<file path="config.mk">
export PLATFORM = sky130hd
export DESIGN_NAME = rtcwa_window
export DESIGN_NICKNAME = d
export VERILOG_FILES = /design/src/core/rtcwa_pkg.sv /design/src/core/rtcwa_window.sv
export SDC_FILE = /design/constraint.sdc
export NUM_CORES = 1
export LEC_CHECK = 0
export ABC_CLOCK_PERIOD_IN_PS = 13500
export BUFFER_PORTS_ARGS = -buffer_cell sky130_fd_sc_hd__buf_2
export CELL_PAD_IN_SITES_DETAIL_PLACEMENT = 1
export CELL_PAD_IN_SITES_GLOBAL_PLACEMENT = 1
export CORE_MARGIN = 3
export CORE_UTILIZATION = 25
export CTS_CLUSTER_DIAMETER = 200
export CTS_CLUSTER_SIZE = 16
export DETAILED_ROUTE_END_ITERATION = 8
export PLACE_DENSITY = 0.46
export SLEW_MARGIN = 20
export SYNTH_ARGS = -nofsm -noshare
export SYNTH_HDL_FRONTEND = slang
export SYNTH_SLANG_ARGS = --single-unit
export TNS_END_PERCENT = 20
</file>
<file path="constraint.sdc">
create_clock -name clk -period 13.5 [get_ports clk]
set_input_delay 1.35 -clock clk [delete_from_list [all_inputs] [get_ports clk]]
set_output_delay 1.35 -clock clk [all_outputs]
set_load 0.01 [all_outputs]
</file>
<file path="src/core/rtcwa_pkg.sv">
package rtcwa_pkg;

  // Byte addresses of the registers on the Wishbone slave.
  localparam int         ADDR_W         = 5;
  localparam logic [ADDR_W-1:0] A_CFG   = 5'h00;
  localparam logic [ADDR_W-1:0] A_PWC   = 5'h04;
  localparam logic [ADDR_W-1:0] A_KEY   = 5'h08;
  localparam logic [ADDR_W-1:0] A_TWIN  = 5'h0c;
  localparam logic [ADDR_W-1:0] A_AWIN  = 5'h10;

  // Field positions.
  localparam int CFG_WREN_BIT = 13;
  localparam int CFG_PTR_LO   = 8;
  localparam int PWC_SRC_LO   = 10;
  localparam int PWC_STAB_LO  = 8;

  // Unlock key values, in order.
  localparam logic [7:0] KEY_FIRST  = 8'h55;
  localparam logic [7:0] KEY_SECOND = 8'haa;

  // Pointer values.
  localparam logic [1:0] PTR_ZERO = 2'h0;
  localparam logic [1:0] PTR_MAX  = 2'h3;

  // Reference source encodings.
  typedef enum logic [1:0] {
    SRC_SEC_OSC = 2'h0,
    SRC_LOW_POWER_RC_OSCILLATOR    = 2'h1,
    SRC_EXT_50  = 2'h2,
    SRC_EXT_60  = 2'h3
  } rtcwa_src_t;

  // Unlock sequence states.
  typedef enum logic [1:0] {
    KEY_IDLE,
    KEY_GOT_FIRST,
    KEY_OPEN
  } rtcwa_key_t;

  // Wishbone request as seen by the slave.
  typedef struct packed {
    logic        cyc;
    logic        stb;
    logic        we;
    logic [3:0]  sel;
    logic [ADDR_W-1:0] adr;
    logic [31:0] dat;
  } rtcwa_wb_req_t;

endpackage

</file>
<file path="src/core/rtcwa_window.sv">
`timescale 1ns/1ps
// Notes on behaviour
// - Alarm window read decrements alarm pointer.
// - Timer window read decrements timer pointer.
// - Window writes never trigger read decrement.
// - Timer writes accepted only with write enable.
// - Enable settable only right after 55h/AAh.
// - Bits 11:10 select reference clock source.
// - Config bits 9:8 select timer pair.
// - Alarm high-byte write decrements, stops at 00.
module rtcwa_window (
  input  wire logic        clk,
  input  wire logic        sys_rst,
  input  wire logic        wb_cyc_i,
  input  wire logic        wb_stb_i,
  input  wire logic        wb_we_i,
  input  wire logic [3:0]  wb_sel_i,
  input  wire logic [4:0]  wb_adr_i,
  input  wire logic [31:0] wb_dat_i,
  output logic      [31:0] wb_dat_o,
  output logic             wb_ack_o,
  output logic      [1:0]  reference_source_select,
  output logic             timer_write_enable
);

  // Register map seen by software: configuration, power control, unlock key,
  // timer window and alarm window. The two windows are 16 bits wide and sit in
  // byte lanes one and zero; lane one is the high byte, lane zero the low byte.
  // Every access is answered one cycle after it is taken, whatever the address,
  // so software never waits longer on an unmapped address than on a real one.

  // Everything the block remembers sits in one packed struct, registered in one place.
  // The alarm side keeps three pairs only; pointer value three shows power-control bytes.
  typedef struct packed {
    logic                  ack;
    logic [31:0]           rdat;
    logic                  wren;
    logic [1:0]            tptr;
    logic [1:0]            aptr;
    rtcwa_pkg::rtcwa_src_t src;
    logic [7:0]            stab;
    logic [7:0]            samp;
    rtcwa_pkg::rtcwa_key_t key;
    logic [3:0][15:0]      tmr;
    logic [2:0][15:0]      alm;
  } rtcwa_state_t;

  rtcwa_state_t st_ff;
  rtcwa_state_t nxt_st;

  // Pointer decrement that saturates at zero.
  // Both windows use it, on reads and on high-byte writes alike.
  function automatic logic [1:0] rtcwa_dec(input logic [1:0] p);
    if (p == rtcwa_pkg::PTR_ZERO) begin
      rtcwa_dec = rtcwa_pkg::PTR_ZERO;
    end else begin
      rtcwa_dec = p - 2'h1;
    end
  endfunction

  // Merge a write into a 16-bit pair under the two low byte enables.
  // Lanes two and three carry nothing for a window and are ignored.
  function automatic logic [15:0] rtcwa_merge(input logic [15:0] old, input logic [31:0] d, input logic [3:0] s);
    logic [7:0] hi;
    logic [7:0] lo;
    hi = s[1] ? d[15:8] : old[15:8];
    lo = s[0] ? d[7:0] : old[7:0];
    rtcwa_merge = {hi, lo};
  endfunction

  // Read view of the configuration register; unmapped bits read as zero.
  function automatic logic [31:0] rtcwa_cfg_view(input rtcwa_state_t s);
    logic [31:0] v;
    v = 32'h0;
    v[rtcwa_pkg::CFG_WREN_BIT] = s.wren;
    v[rtcwa_pkg::CFG_PTR_LO +: 2] = s.tptr;
    rtcwa_cfg_view = v;
  endfunction

  // Read view of the power-control register; unmapped bits read as zero.
  // The alarm pointer lives here, next to the source select.
  function automatic logic [31:0] rtcwa_pwc_view(input rtcwa_state_t s);
    logic [31:0] v;
    v = 32'h0;
    v[rtcwa_pkg::PWC_SRC_LO +: 2] = s.src;
    v[rtcwa_pkg::PWC_STAB_LO +: 2] = s.aptr;
    v[7:0] = s.samp;
    v[31:24] = s.stab;
    rtcwa_pwc_view = v;
  endfunction

  // Timer window view. The fourth pair holds the year in its low byte only,
  // so its high byte reads as zero whatever was written there.
  function automatic logic [15:0] rtcwa_tmr_view(input rtcwa_state_t s);
    logic [15:0] v;
    v = s.tmr[s.tptr];
    if (s.tptr == rtcwa_pkg::PTR_MAX) begin
      v[15:8] = 8'h00;
    end
    rtcwa_tmr_view = v;
  endfunction

  // Alarm window view. A pointer of three shows the power-control values instead
  // of a pair; the case keeps every pair index inside the three stored pairs.
  function automatic logic [15:0] rtcwa_alm_view(input rtcwa_state_t s);
    logic [15:0] v;
    unique case (s.aptr)
      2'h0: begin
        v = s.alm[0];
      end
      2'h1: begin
        v = s.alm[1];
      end
      2'h2: begin
        v = s.alm[2];
      end
      2'h3: begin
        v = {s.stab, s.samp};
      end
    endcase
    rtcwa_alm_view = v;
  endfunction

  // Alarm pair store. Pointer three is only a view of the power-control bytes,
  // so a write there stores nothing; the bytes are changed through their own register.
  function automatic logic [2:0][15:0] rtcwa_alm_store(input rtcwa_state_t s, input logic [31:0] d,
                                                       input logic [3:0] sel);
    logic [2:0][15:0] a;
    a = s.alm;
    unique case (s.aptr)
      2'h0: begin
        a[0] = rtcwa_merge(s.alm[0], d, sel);
      end
      2'h1: begin
        a[1] = rtcwa_merge(s.alm[1], d, sel);
      end
      2'h2: begin
        a[2] = rtcwa_merge(s.alm[2], d, sel);
      end
      2'h3: begin
        a = s.alm;
      end
    endcase
    rtcwa_alm_store = a;
  endfunction

  // Unlock sequence. Only the first key followed directly by the second key opens
  // the window, and the window lasts for exactly one access after that. Any other
  // access in between starts over, which guards against a stray write setting the
  // enable; the price is that software must keep the three accesses back to back.
  function automatic rtcwa_pkg::rtcwa_key_t rtcwa_key_next(input rtcwa_pkg::rtcwa_key_t k,
                                                          input logic key_wr, input logic [7:0] d);
    rtcwa_pkg::rtcwa_key_t n;
    n = rtcwa_pkg::KEY_IDLE;
    if (key_wr) begin
      if (d == rtcwa_pkg::KEY_FIRST) begin
        n = rtcwa_pkg::KEY_GOT_FIRST;
      end else if (k == rtcwa_pkg::KEY_GOT_FIRST && d == rtcwa_pkg::KEY_SECOND) begin
        n = rtcwa_pkg::KEY_OPEN;
      end
    end
    rtcwa_key_next = n;
  endfunction

  // Bus decode. A request is taken only on an edge with no answer pending, so a
  // request the master still holds while ack is up is never counted twice.
  logic req;
  logic wr;
  logic rd;
  logic sel_hi;
  logic sel_lo;
  logic key_wr;

  assign req    = wb_cyc_i & wb_stb_i & ~st_ff.ack;
  assign wr     = req & wb_we_i;
  assign rd     = req & ~wb_we_i;
  assign sel_hi = wb_sel_i[1];
  assign sel_lo = wb_sel_i[0];
  assign key_wr = wr & sel_lo & (wb_adr_i == rtcwa_pkg::A_KEY);

  // Next state. Every taken request is answered on the following edge with a
  // one-cycle ack; read data stands for that cycle only and is zero otherwise.
  always_comb begin
    nxt_st      = st_ff;
    nxt_st.ack  = req;
    nxt_st.rdat = 32'h0;
    // The unlock state moves on every taken access, so the window closes after one access.
    if (req) begin
      nxt_st.key = rtcwa_key_next(st_ff.key, key_wr, wb_dat_i[7:0]);
    end
    // Reads. Window reads step their pointer down whatever the byte lanes, since
    // the bus cannot tell a byte read from a word read.
    if (rd) begin
      unique case (wb_adr_i)
        rtcwa_pkg::A_CFG: begin
          nxt_st.rdat = rtcwa_cfg_view(st_ff);
        end
        rtcwa_pkg::A_PWC: begin
          nxt_st.rdat = rtcwa_pwc_view(st_ff);
        end
        rtcwa_pkg::A_TWIN: begin
          nxt_st.rdat = {16'h0, rtcwa_tmr_view(st_ff)};
          nxt_st.tptr = rtcwa_dec(st_ff.tptr);
        end
        rtcwa_pkg::A_AWIN: begin
          nxt_st.rdat = {16'h0, rtcwa_alm_view(st_ff)};
          nxt_st.aptr = rtcwa_dec(st_ff.aptr);
        end
        default: begin
          nxt_st.rdat = 32'h0;
        end
      endcase
    end
    // Writes. Unmapped addresses and absent byte lanes change nothing.
    if (wr) begin
      unique case (wb_adr_i)
        rtcwa_pkg::A_KEY: begin
          // The key is never stored; only the unlock state above remembers it.
          nxt_st.key = rtcwa_key_next(st_ff.key, key_wr, wb_dat_i[7:0]);
        end
        rtcwa_pkg::A_CFG: begin
          if (sel_hi) begin
            nxt_st.tptr = wb_dat_i[rtcwa_pkg::CFG_PTR_LO +: 2];
            // Clearing is always allowed; setting only inside the unlock window.
            if (!wb_dat_i[rtcwa_pkg::CFG_WREN_BIT]) begin
              nxt_st.wren = 1'b0;
            end else if (st_ff.key == rtcwa_pkg::KEY_OPEN) begin
              nxt_st.wren = 1'b1;
            end
          end
        end
        rtcwa_pkg::A_PWC: begin
          if (sel_hi) begin
            nxt_st.src  = rtcwa_pkg::rtcwa_src_t'(wb_dat_i[rtcwa_pkg::PWC_SRC_LO +: 2]);
            nxt_st.aptr = wb_dat_i[rtcwa_pkg::PWC_STAB_LO +: 2];
          end
          if (sel_lo) begin
            nxt_st.samp = wb_dat_i[7:0];
          end
          if (wb_sel_i[3]) begin
            nxt_st.stab = wb_dat_i[31:24];
          end
        end
        rtcwa_pkg::A_TWIN: begin
          // Low-byte writes leave the pointer alone; the read decrement never fires here.
          if (st_ff.wren) begin
            nxt_st.tmr[st_ff.tptr] = rtcwa_merge(st_ff.tmr[st_ff.tptr], wb_dat_i, wb_sel_i);
            if (sel_hi) begin
              nxt_st.tptr = rtcwa_dec(st_ff.tptr);
            end
          end
        end
        rtcwa_pkg::A_AWIN: begin
          // Same pointer rule as the timer window, but the alarm side has no write lock.
          nxt_st.alm = rtcwa_alm_store(st_ff, wb_dat_i, wb_sel_i);
          if (sel_hi) begin
            nxt_st.aptr = rtcwa_dec(st_ff.aptr);
          end
        end
        default: begin
          nxt_st.rdat = 32'h0;
        end
      endcase
    end
  end

  // State register; reset clears the write enable and all pointers.
  // Reset also closes the unlock sequence, so a key pair written just before a
  // reset can never open the window afterwards.
  always_ff @(posedge clk or posedge sys_rst) begin
    if (sys_rst) begin
      st_ff <= '0;
    end else begin
      st_ff <= nxt_st;
    end
  end

  assign wb_ack_o                = st_ff.ack;
  assign wb_dat_o                = st_ff.rdat;
  assign reference_source_select = st_ff.src;
  assign timer_write_enable      = st_ff.wren;

endmodule

</file>
==> Flow_metrics.wiki, run 1 <==
{| class="wikitable"
! Metric !! Value
|-
| Setup violations, final || 0
|-
| Compound-gate portion of the synthesized area || 10.5%
|-
| Top FF cell, synth || sky130_fd_sc_hd__dfrtp_1
|-
| Switching power total || 0.269 mW
|-
| Delay of the slowest cell on the worst path || 0.83 ns
|-
| Leakage power summed over all cells || 4.06 nW
|-
| Cell count after synthesis || 669
|-
| Number of global-route vias before repair || 5926
|-
| Via-to-Cell Ratio || 4.88
|-
| Post-cts sizing count || 0
|-
| Clock latency on the worst-skew pair || 0.43 ns
|-
| Worst VDD drop || 0.0554 mV
|-
| Worst-path cell chain || buf_2 -> and4b_1 -> nand2_1 -> or4_1 -> mux2_4
|-
| Peak Freq || 303 MHz
|-
| CP Capture Type || register
|-
| Number of buffers added to fix hold violations after cts || 0
|-
| Number of register bits inferred by synthesis || 162
|-
| Aggregate routed wire length || 22500 um
|-
| Mux cell area share after synthesis || 19.9%
|-
| Power density normalized to cell area || 117 nW/um^2
|-
| First-pass iteration count of the detailed router || 5
|-
| Sequential element share of the synthesized area || 52.1%
|-
| Number of cells on the worst hold path || 2
|-
| Worst R2R End || st_ff[12]
|-
| Worst Hold Class || reg2reg
|-
| Crit path max fanout || 12
|-
| Number of violations of the max-capacitance limit || 0
|-
| Switching share of power || 26.2%
|-
| Area inside the core boundary || 30200 sq um
|-
| Commonest cells after routing, fill and taps aside || sky130_fd_sc_hd__dfrtp_1 (161), sky130_fd_sc_hd__nand2_1 (97), sky130_fd_sc_hd__o21ai_0 (74)
|-
| Number of warnings printed during yosys synthesis || 0
|-
| Die Y-Extent || 182 um
|-
| Data required time of the critical path || 13.81 ns
|-
| Internal power contribution || 0.758 mW
|-
| Adder and majority cell fraction of the synthesized area || 0%
|-
| Register share of total power || 48.2%
|-
| Worst hold margin || 0.483 ns
|-
| Final Core Density || 29.2%
|-
| Proportion of layout cells with a drive suffix above 1 || 29.5%
|-
| Total count of max-transition violations in the final report || 0
|-
| Synth Area in Simple Gates || 11.2%
|-
| Area of the mapped netlist || 7780 sq um
|-
| Highest-utilization routing layer at the global route stage || met2
|-
| Root Buffer || sky130_fd_sc_hd__clkbuf_16
|-
| Number of antenna violations at the first check in global routing || 1
|-
| Clock sinks || 162
|-
| Die width || 182 um
|-
| Number of ports placed on the die boundary || 82
|-
| Largest cells by area after synthesis || sky130_fd_sc_hd__dfrtp_1 (52%), sky130_fd_sc_hd__mux2_2 (7.2%), sky130_fd_sc_hd__mux4_2 (6.7%)
|-
| DR vias || 5341
|-
| Drc violations || 0
|-
| Postcts setup bufs || 0
|-
| Met2 capacity usage during global routing || 23.0%
|-
| Cts bufs inserted || 17
|-
| Avg Inst Size Synth || 11.6 sq um
|-
| Maximum level of the CTS H-tree || 4
|-
| GRT met1 Usage || 18.5%
|-
| Startpoint class of the critical path || input port
|-
| Met3 track demand over resource || 2.97%
|-
| Launching element of the worst setup path || wb_we_i
|-
| Clock transition at path regs || 0.07 ns
|-
| Initial drt markers || 319
|-
| Status || completed
|-
| Buffers from clock root to sink, at most || 2
|-
| Setup slack on the worst flop-to-flop path || 10.81 ns
|-
| Number of cell instances on the worst register-to-register path || 4
|-
| Max-Slew Margin vs Limit || 31.3%
|-
| Num rows || 63
|-
| Slew of the pin with the lowest slew margin || 1.03 ns
|-
| Final antenna diode count || 0
|-
| Minimum clock period || 3.30 ns
|-
| Proportion of netlist area held by the largest area contributor || 52.1%
|-
| Setup TNS || 0 ns
|-
| Clock power share || 45.3%
|-
| First-pass GRT wire length || 35600 um
|-
| Setup repair after global routing missed its margin || false
|-
| Area added between synthesis and finish || 13.1%
|-
| Post-placement worst setup slack || 9.74 ns
|-
| Number of synthesized flops with an enable pin || 0
|-
| Routability cong. || 0.747
|-
| Parity-gate share of the synthesized area counting xor and xnor cells || 0.113%
|-
| Maximum number of pins on one net before global-route repair || 96
|-
| Clock tree from TritonCTS || done
|-
| Critical Setup Path Class || in2reg
|-
| Async set or reset register ratio after synthesis || 100%
|-
| Cell taking the most area after synthesis || sky130_fd_sc_hd__dfrtp_1
|-
| Global-route usage over all layers || 13.9%
|-
| Most frequent standard cell in the layout excluding fill and tap cells || sky130_fd_sc_hd__dfrtp_1
|-
| Cell with the largest stage delay on the worst path || sky130_fd_sc_hd__or4_1
|-
| Wire length per cell after detailed routing || 20.6 um
|-
| Arrival @ worst endpoint || 3.62 ns
|-
| Die ar. || 33300 sq um
|-
| Worst setup margin || 10.20 ns
|-
| Tcrit/Tclk final || 24.5%
|-
| Effective utilization at floorplan || 25.8%
|-
| Detail Placement HPWL || 15400 um
|-
| Reg-to-reg critical path startpoint || wb_ack_o
|-
| GRT overflow || 0
|-
| Number of port buffers || 64
|-
| Post-layout nets || 737
|-
| Post-synthesis cell type count || 55
|-
| Clock skew || 0.0105 ns
|-
| Largest family of logic cells by synthesized area || multiplexers
|-
| Post-DRT Antenna Nets || 0
|-
| Share of power burned in combinational logic || 6.5%
|-
| Final hold violation count || 0
|}
-- worst max-delay path by stage --
stage,endpoint,slack [ns],cells after the start
finish,st_ff[12],10.20,5
global route,st_ff[12],10.08,5
CTS,st_ff[12],10.20,5
detailed placement,st_ff[12],9.74,5
global placement,st_ff[12],9.75,5
floorplan,async pin,7.77,1
-- layer usage --
metal  wire, um  vias up
met5          9        -
met4        344        2
met3        726       21
met2      11000       82
met1      10400     2820
li1           -     2416
-- logic make-up (layout without fill, tap and decap cells) --
family | Yosys count | in the layout
AND/OR/NAND/NOR | 170 | 170
buffers and inverters | 85 | 113
flip-flops | 162 | 162
multiplexers | 112 | 112
other | 1 | 8
AO/OA/AOI/OAI | 138 | 138
XOR/XNOR | 1 | 1
-- stage by stage --
stage	std cells	instance area (sq um)	total power, mW
after floorplan	676	7810	0.546
after global placement	1062	8250	0.569
after detailed placement	1062	8250	0.572
after CTS	1094	8810	1.04
after global routing	1094	8810	1.08
final	1094	8810	1.03
-- synthesized netlist by cell type (2+ instances only) --
master,instances
sky130_fd_sc_hd__a21oi_1,15
sky130_fd_sc_hd__a22oi_1,10
sky130_fd_sc_hd__a31oi_1,7
sky130_fd_sc_hd__a32oi_1,7
sky130_fd_sc_hd__and2_1,2
sky130_fd_sc_hd__and3_1,10
sky130_fd_sc_hd__and3b_1,2
sky130_fd_sc_hd__buf_2,12
sky130_fd_sc_hd__buf_4,34
sky130_fd_sc_hd__buf_6,2
sky130_fd_sc_hd__clkbuf_1,28
sky130_fd_sc_hd__dfrtp_1,162
sky130_fd_sc_hd__inv_1,8
sky130_fd_sc_hd__mux2_2,50
sky130_fd_sc_hd__mux2_4,16
sky130_fd_sc_hd__mux2i_1,23
sky130_fd_sc_hd__mux4_2,23
sky130_fd_sc_hd__nand2_1,97
sky130_fd_sc_hd__nand2b_1,3
sky130_fd_sc_hd__nand3_1,11
sky130_fd_sc_hd__nand3_2,2
sky130_fd_sc_hd__nand4_1,4
sky130_fd_sc_hd__nand4b_1,3
sky130_fd_sc_hd__nor2_1,9
sky130_fd_sc_hd__nor2_2,4
sky130_fd_sc_hd__nor2b_1,5
sky130_fd_sc_hd__nor3_1,2
sky130_fd_sc_hd__nor4bb_1,3
sky130_fd_sc_hd__o211ai_1,2
sky130_fd_sc_hd__o21ai_0,74
sky130_fd_sc_hd__o22ai_1,8
sky130_fd_sc_hd__o2bb2ai_1,7
sky130_fd_sc_hd__or4_1,2
-- critical path, delay by kind of cell --
family        cells  cell delay (ns)
buf+inv           1             0.17
mux               1             0.40
simple gates      3             1.68
-- power by group through the flow --
stage | Combinational [mW] | Sequential (mW) | Clock, mW
detailed placement | 0.0675 | 0.504 | 0
global placement | 0.0653 | 0.504 | 0
CTS | 0.0679 | 0.495 | 0.482
global route | 0.0745 | 0.496 | 0.505
floorplan | 0.0435 | 0.502 | 0
finish | 0.0665 | 0.495 | 0.465
-- cell type report --
class | count | area (sq um)
clock buffer | 19 | 443
sequential | 162 | 4060
multi-input combinational | 429 | 3280
clock inverter | 13 | 116
tap | 390 | 488
timing repair buffer | 73 | 388
fill | 3327 | 21400
inverter | 8 | 35.0
(Power assumes the default switching activity.)
==> inputs of run 2 (changes only) <==
--- a/config.mk
+++ b/config.mk
@@ -5,7 +5,8 @@
 export SDC_FILE = /design/constraint.sdc
 export NUM_CORES = 1
 export LEC_CHECK = 0
-export ABC_CLOCK_PERIOD_IN_PS = 13500
+export ABC_AREA = 1
+export ABC_CLOCK_PERIOD_IN_PS = 2700
 export BUFFER_PORTS_ARGS = -buffer_cell sky130_fd_sc_hd__buf_2
 export CELL_PAD_IN_SITES_DETAIL_PLACEMENT = 1
 export CELL_PAD_IN_SITES_GLOBAL_PLACEMENT = 1
@@ -14,7 +15,7 @@
 export CTS_CLUSTER_DIAMETER = 200
 export CTS_CLUSTER_SIZE = 16
 export DETAILED_ROUTE_END_ITERATION = 8
-export PLACE_DENSITY = 0.46
+export PLACE_DENSITY = 0.5
 export SLEW_MARGIN = 20
 export SYNTH_ARGS = -nofsm -noshare
 export SYNTH_HDL_FRONTEND = slang
==> constraint.sdc (replaced) <==
create_clock -name clk -period 2.7 [get_ports clk]
set_input_delay 0.27 -clock clk [delete_from_list [all_inputs] [get_ports clk]]
set_output_delay 0.27 -clock clk [all_outputs]
set_load 0.01 [all_outputs]
==> run 2 against run 1 <==
Synthesized cell count is 47% higher; hold slack worse by 0.40 ns; critical path depth rose by 3; clock power grew to 5.2 times the previous value; largest cell class unchanged; via count rose by 19%; non-clock buffer count increased by 13.
==> Flow_metrics.wiki, run 2 <==
{| class="wikitable"
! Metric !! Value
|-
| Final antenna diode count || 0 (unchanged)
|-
| Met2 capacity usage during global routing || 24.9% (+2.0 points)
|-
| Max-Slew Margin vs Limit || 55.8% (+24 points)
|-
| Sequential element share of the synthesized area || 51.7% (-0.34 points)
|-
| Number of synthesized flops with an enable pin || 0 (unchanged)
|-
| Buffers from clock root to sink, at most || 2 (unchanged)
|-
| First-pass iteration count of the detailed router || 4 (-1)
|-
| Number of register bits inferred by synthesis || 162 (unchanged)
|-
| Drc violations || 0 (unchanged)
|-
| Arrival @ worst endpoint || 2.35 ns (-1.27 ns)
|-
| Minimum clock period || 1.98 ns
|-
| Setup violations, final || 0 (unchanged)
|-
| Filler Cell Count || 3693 (+11%)
|-
| Number of ports placed on the die boundary || 82 (unchanged)
|-
| Post-placement worst setup slack || 0.681 ns (-9.06 ns)
|-
| Effective utilization at floorplan || 25.5% (-0.30 points)
|-
| Switching power total || 1.71 mW (+540%)
|-
| Most frequent standard cell in the layout excluding fill and tap cells || sky130_fd_sc_hd__nand2_1
|-
| Internal power contribution || 3.89 mW (+410%)
|-
| Total design power || 5.60 mW (+450%)
|-
| Crit path max fanout || 9 (-3)
|-
| Root Buffer || sky130_fd_sc_hd__clkbuf_16
|-
| Clock latency on the worst-skew pair || 0.43 ns (about the same)
|-
| Post-layout nets || 1070 (+45%)
|-
| Clock transition at path regs || 0.08 ns (about the same)
|-
| Via-to-Cell Ratio || 4.45 (-8.8%)
|-
| Final Core Density || 29.3% (+0.080 points)
|-
| Clock sinks || 162 (unchanged)
|-
| GRT overflow || 0 (unchanged)
|-
| Cts bufs inserted || 17 (unchanged)
|-
| Post-synthesis cell type count || 33 (-40%)
|-
| Top-count cell post-synth || sky130_fd_sc_hd__nand2_1
|-
| Worst VDD drop || 0.432 mV (+680%)
|-
| Detail Placement HPWL || 17500 um (+14%)
|-
| Peak Freq || 505 MHz
|-
| Die width || 183 um (+0.32%)
|-
| Largest cells by area after synthesis || sky130_fd_sc_hd__dfrtp_1 (52%), sky130_fd_sc_hd__nand2_1 (17%), sky130_fd_sc_hd__o21ai_1 (3.8%)
|-
| Worst setup margin || 0.720 ns (-9.48 ns)
|-
| Commonest cells after routing, fill and taps aside || sky130_fd_sc_hd__nand2_1 (348), sky130_fd_sc_hd__dfrtp_1 (162), sky130_fd_sc_hd__inv_1 (70)
|-
| Proportion of layout cells with a drive suffix above 1 || 15.5% (-14 points)
|-
| Number of cell instances on the worst register-to-register path || 8 (+4)
|-
| Met3 track demand over resource || 1.82% (-1.1 points)
|-
| Setup TNS || 0 ns (unchanged)
|-
| Setup slack on the worst flop-to-flop path || 0.72 ns (-10.09 ns)
|-
| Aggregate routed wire length || 24400 um (+8.5%)
|-
| Data required time of the critical path || 3.07 ns (-10.74 ns)
|-
| Status || completed
|-
| Startpoint class of the critical path || register
|-
| DR vias || 6377 (+19%)
|-
| Critical Setup Path Class || reg2reg
|-
| Routability cong. || 0.758 (+1.4%)
|-
| Post-detailed-placement cell area || 8410 sq um (+1.9%)
|-
| Power density normalized to cell area || 623 nW/um^2 (+430%)
|-
| Global-route usage over all layers || 15.1% (+1.1 points)
|-
| Post-DRT Antenna Nets || 0 (unchanged)
|-
| Number of port buffers || 64 (unchanged)
|-
| Area inside the core boundary || 30700 sq um (+1.9%)
|-
| Clock tree from TritonCTS || done
|-
| Initial drt markers || 304 (-4.7%)
|-
| First-pass GRT wire length || 39200 um (+10%)
|-
| Reg-to-reg critical path startpoint || st_ff[134]
|-
| Launching element of the worst setup path || st_ff[134]
|-
| Placed Cells || 1400 (+32%)
|-
| Register share of total power || 45.0% (-3.2 points)
|-
| CP Capture Type || register
|-
| Avg Inst Size Synth || 7.96 sq um (-32%)
|-
| Top FF cell, synth || sky130_fd_sc_hd__dfrtp_1
|-
| Maximum level of the CTS H-tree || 4 (unchanged)
|-
| Number of warnings printed during yosys synthesis || 0 (unchanged)
|-
| Final hold violation count || 0 (unchanged)
|-
| Clock skew || 0.0140 ns (+0.00346 ns)
|-
| Worst hold margin || 0.0842 ns (-0.399 ns)
|-
| Die Y-Extent || 183 um (+0.32%)
|-
| Clock power share || 43.3% (-2.0 points)
|-
| Proportion of netlist area held by the largest area contributor || 51.7% (-0.34 points)
|-
| Switching share of power || 30.5% (+4.3 points)
|-
| Number of cells on the worst hold path || 3 (+1)
|-
| Setup repair after global routing missed its margin || false
|-
| Slew of the pin with the lowest slew margin || 0.657 ns (-0.373 ns)
|-
| Area added between synthesis and finish || 14.8%
|-
| Num rows || 64 (+1.6%)
|-
| Worst Hold Class || in2reg
|-
| Die ar. || 33500 sq um (+0.64%)
|-
| Number of violations of the max-capacitance limit || 0 (unchanged)
|-
| Async set or reset register ratio after synthesis || 100% (unchanged)
|-
| Wire length per cell after detailed routing || 17.0 um (-17%)
|-
| Tcrit/Tclk final || 73.3%
|-
| Area of the mapped netlist || 7840 sq um (+0.66%)
|-
| Maximum number of pins on one net before global-route repair || 96 (unchanged)
|-
| Commonest cells in the synthesized netlist || sky130_fd_sc_hd__nand2_1 (348), sky130_fd_sc_hd__dfrtp_1 (162), sky130_fd_sc_hd__inv_1 (71), sky130_fd_sc_hd__nor2_1 (62), sky130_fd_sc_hd__o21ai_1 (60)
|-
| Cell taking the most area after synthesis || sky130_fd_sc_hd__dfrtp_1
|-
| Postcts setup bufs || 0 (unchanged)
|-
| Cell count after synthesis || 984 (+47%)
|-
| Highest-utilization routing layer at the global route stage || met2
|-
| Leakage power summed over all cells || 4.58 nW (+13%)
|-
| Non-Filler Cell Area, Final || 8990 sq um (+2.1%)
|-
| Total count of max-transition violations in the final report || 0 (unchanged)
|-
| Layout Cells excl Fill || 1433 (+31%)
|-
| Share of power burned in combinational logic || 11.7% (+5.2 points)
|-
| Number of global-route vias before repair || 6640 (+12%)
|-
| GRT met1 Usage || 21.2% (+2.7 points)
|-
| Number of antenna violations at the first check in global routing || 0 (-1)
|}
[run 2: cell types whose count changed in the layout (fill, tap and decap cells not counted), moves of 12 or more]
cell,delta
sky130_fd_sc_hd__nand2_1,+251
sky130_fd_sc_hd__inv_1,+63
sky130_fd_sc_hd__o21ai_1,+59
sky130_fd_sc_hd__nor2_1,+53
sky130_fd_sc_hd__mux2_2,-50
sky130_fd_sc_hd__nand3_1,+31
sky130_fd_sc_hd__mux2i_1,-23
sky130_fd_sc_hd__mux4_2,-23
sky130_fd_sc_hd__o21ai_0,-22
sky130_fd_sc_hd__mux2_4,-16
sky130_fd_sc_hd__o211ai_1,+12
[run 2: critical path, stage by stage, from the launching register on]
cell and delay (ns):
sky130_fd_sc_hd__dfrtp_1 0.49, sky130_fd_sc_hd__nor2_1 0.45, sky130_fd_sc_hd__buf_4 0.26, sky130_fd_sc_hd__a22oi_1 0.10, sky130_fd_sc_hd__nand2_1 0.14, sky130_fd_sc_hd__nor2_1 0.05, sky130_fd_sc_hd__nor2_1 0.26, sky130_fd_sc_hd__nand2_1 0.09
sky130_fd_sc_hd__nand2_1 0.08
[run 2: worst min path at each step]
stage                 startpoint            to  slack, ns
floorplan            wb_sel_i[1]    st_ff[132]       0.41
global placement         sys_rst  wb_dat_o[13]       0.45
detailed placement       sys_rst  wb_dat_o[13]       0.45
CTS                 wb_dat_i[27]    st_ff[125]       0.06
global route        wb_dat_i[27]    st_ff[125]       0.08
finish              wb_dat_i[27]    st_ff[125]       0.08
[run 2: logic make-up (layout without fill, tap and decap cells)]
kind of cell / count (synthesis) / in the layout / synth area share [%]
buffers and inverters: 156 / 202 / 9.87
other: 1 / 8 / 0.0479
AO/OA/AOI/OAI: 164 / 164 / 11.5
AND/OR/NAND/NOR: 501 / 501 / 26.9
flip-flops: 162 / 162 / 51.7
[run 2: power groups by stage]
stage	registers, mW	logic [mW]	clock network (mW)
floorplan	2.55	0.422	0
global placement	2.57	0.672	0
detailed placement	2.57	0.671	0
CTS	2.52	0.674	2.51
global route	2.53	0.743	2.62
finish	2.52	0.657	2.42
[run 2: repair_timing]
action / CTS / global route
gates resized for setup: 0 / 0
hold buffers: 1 / 0
endpoints found under the hold margin: 26 / 0
[run 2: final cells by class]
type                            count  area, sq um  area share (%)
Sequential cell                   162         4050            45.1
Timing Repair Buffer               86          513            5.70
Clock inverter                     15          154            1.71
Clock buffer                       17          425            4.73
Inverter                           84          319            3.55
Tap cell                          396          495            5.51
Multi-Input combinational cell    673         3030            33.7
[run 2: metal layers]
| metal | up-vias | wire length (um) |
|---|---|---|
| met5 | - | 0 |
| met4 | 0 | 251 |
| met3 | 14 | 505 |
| met2 | 75 | 11600 |
| met1 | 3105 | 12000 |
| li1 | 3183 | - |
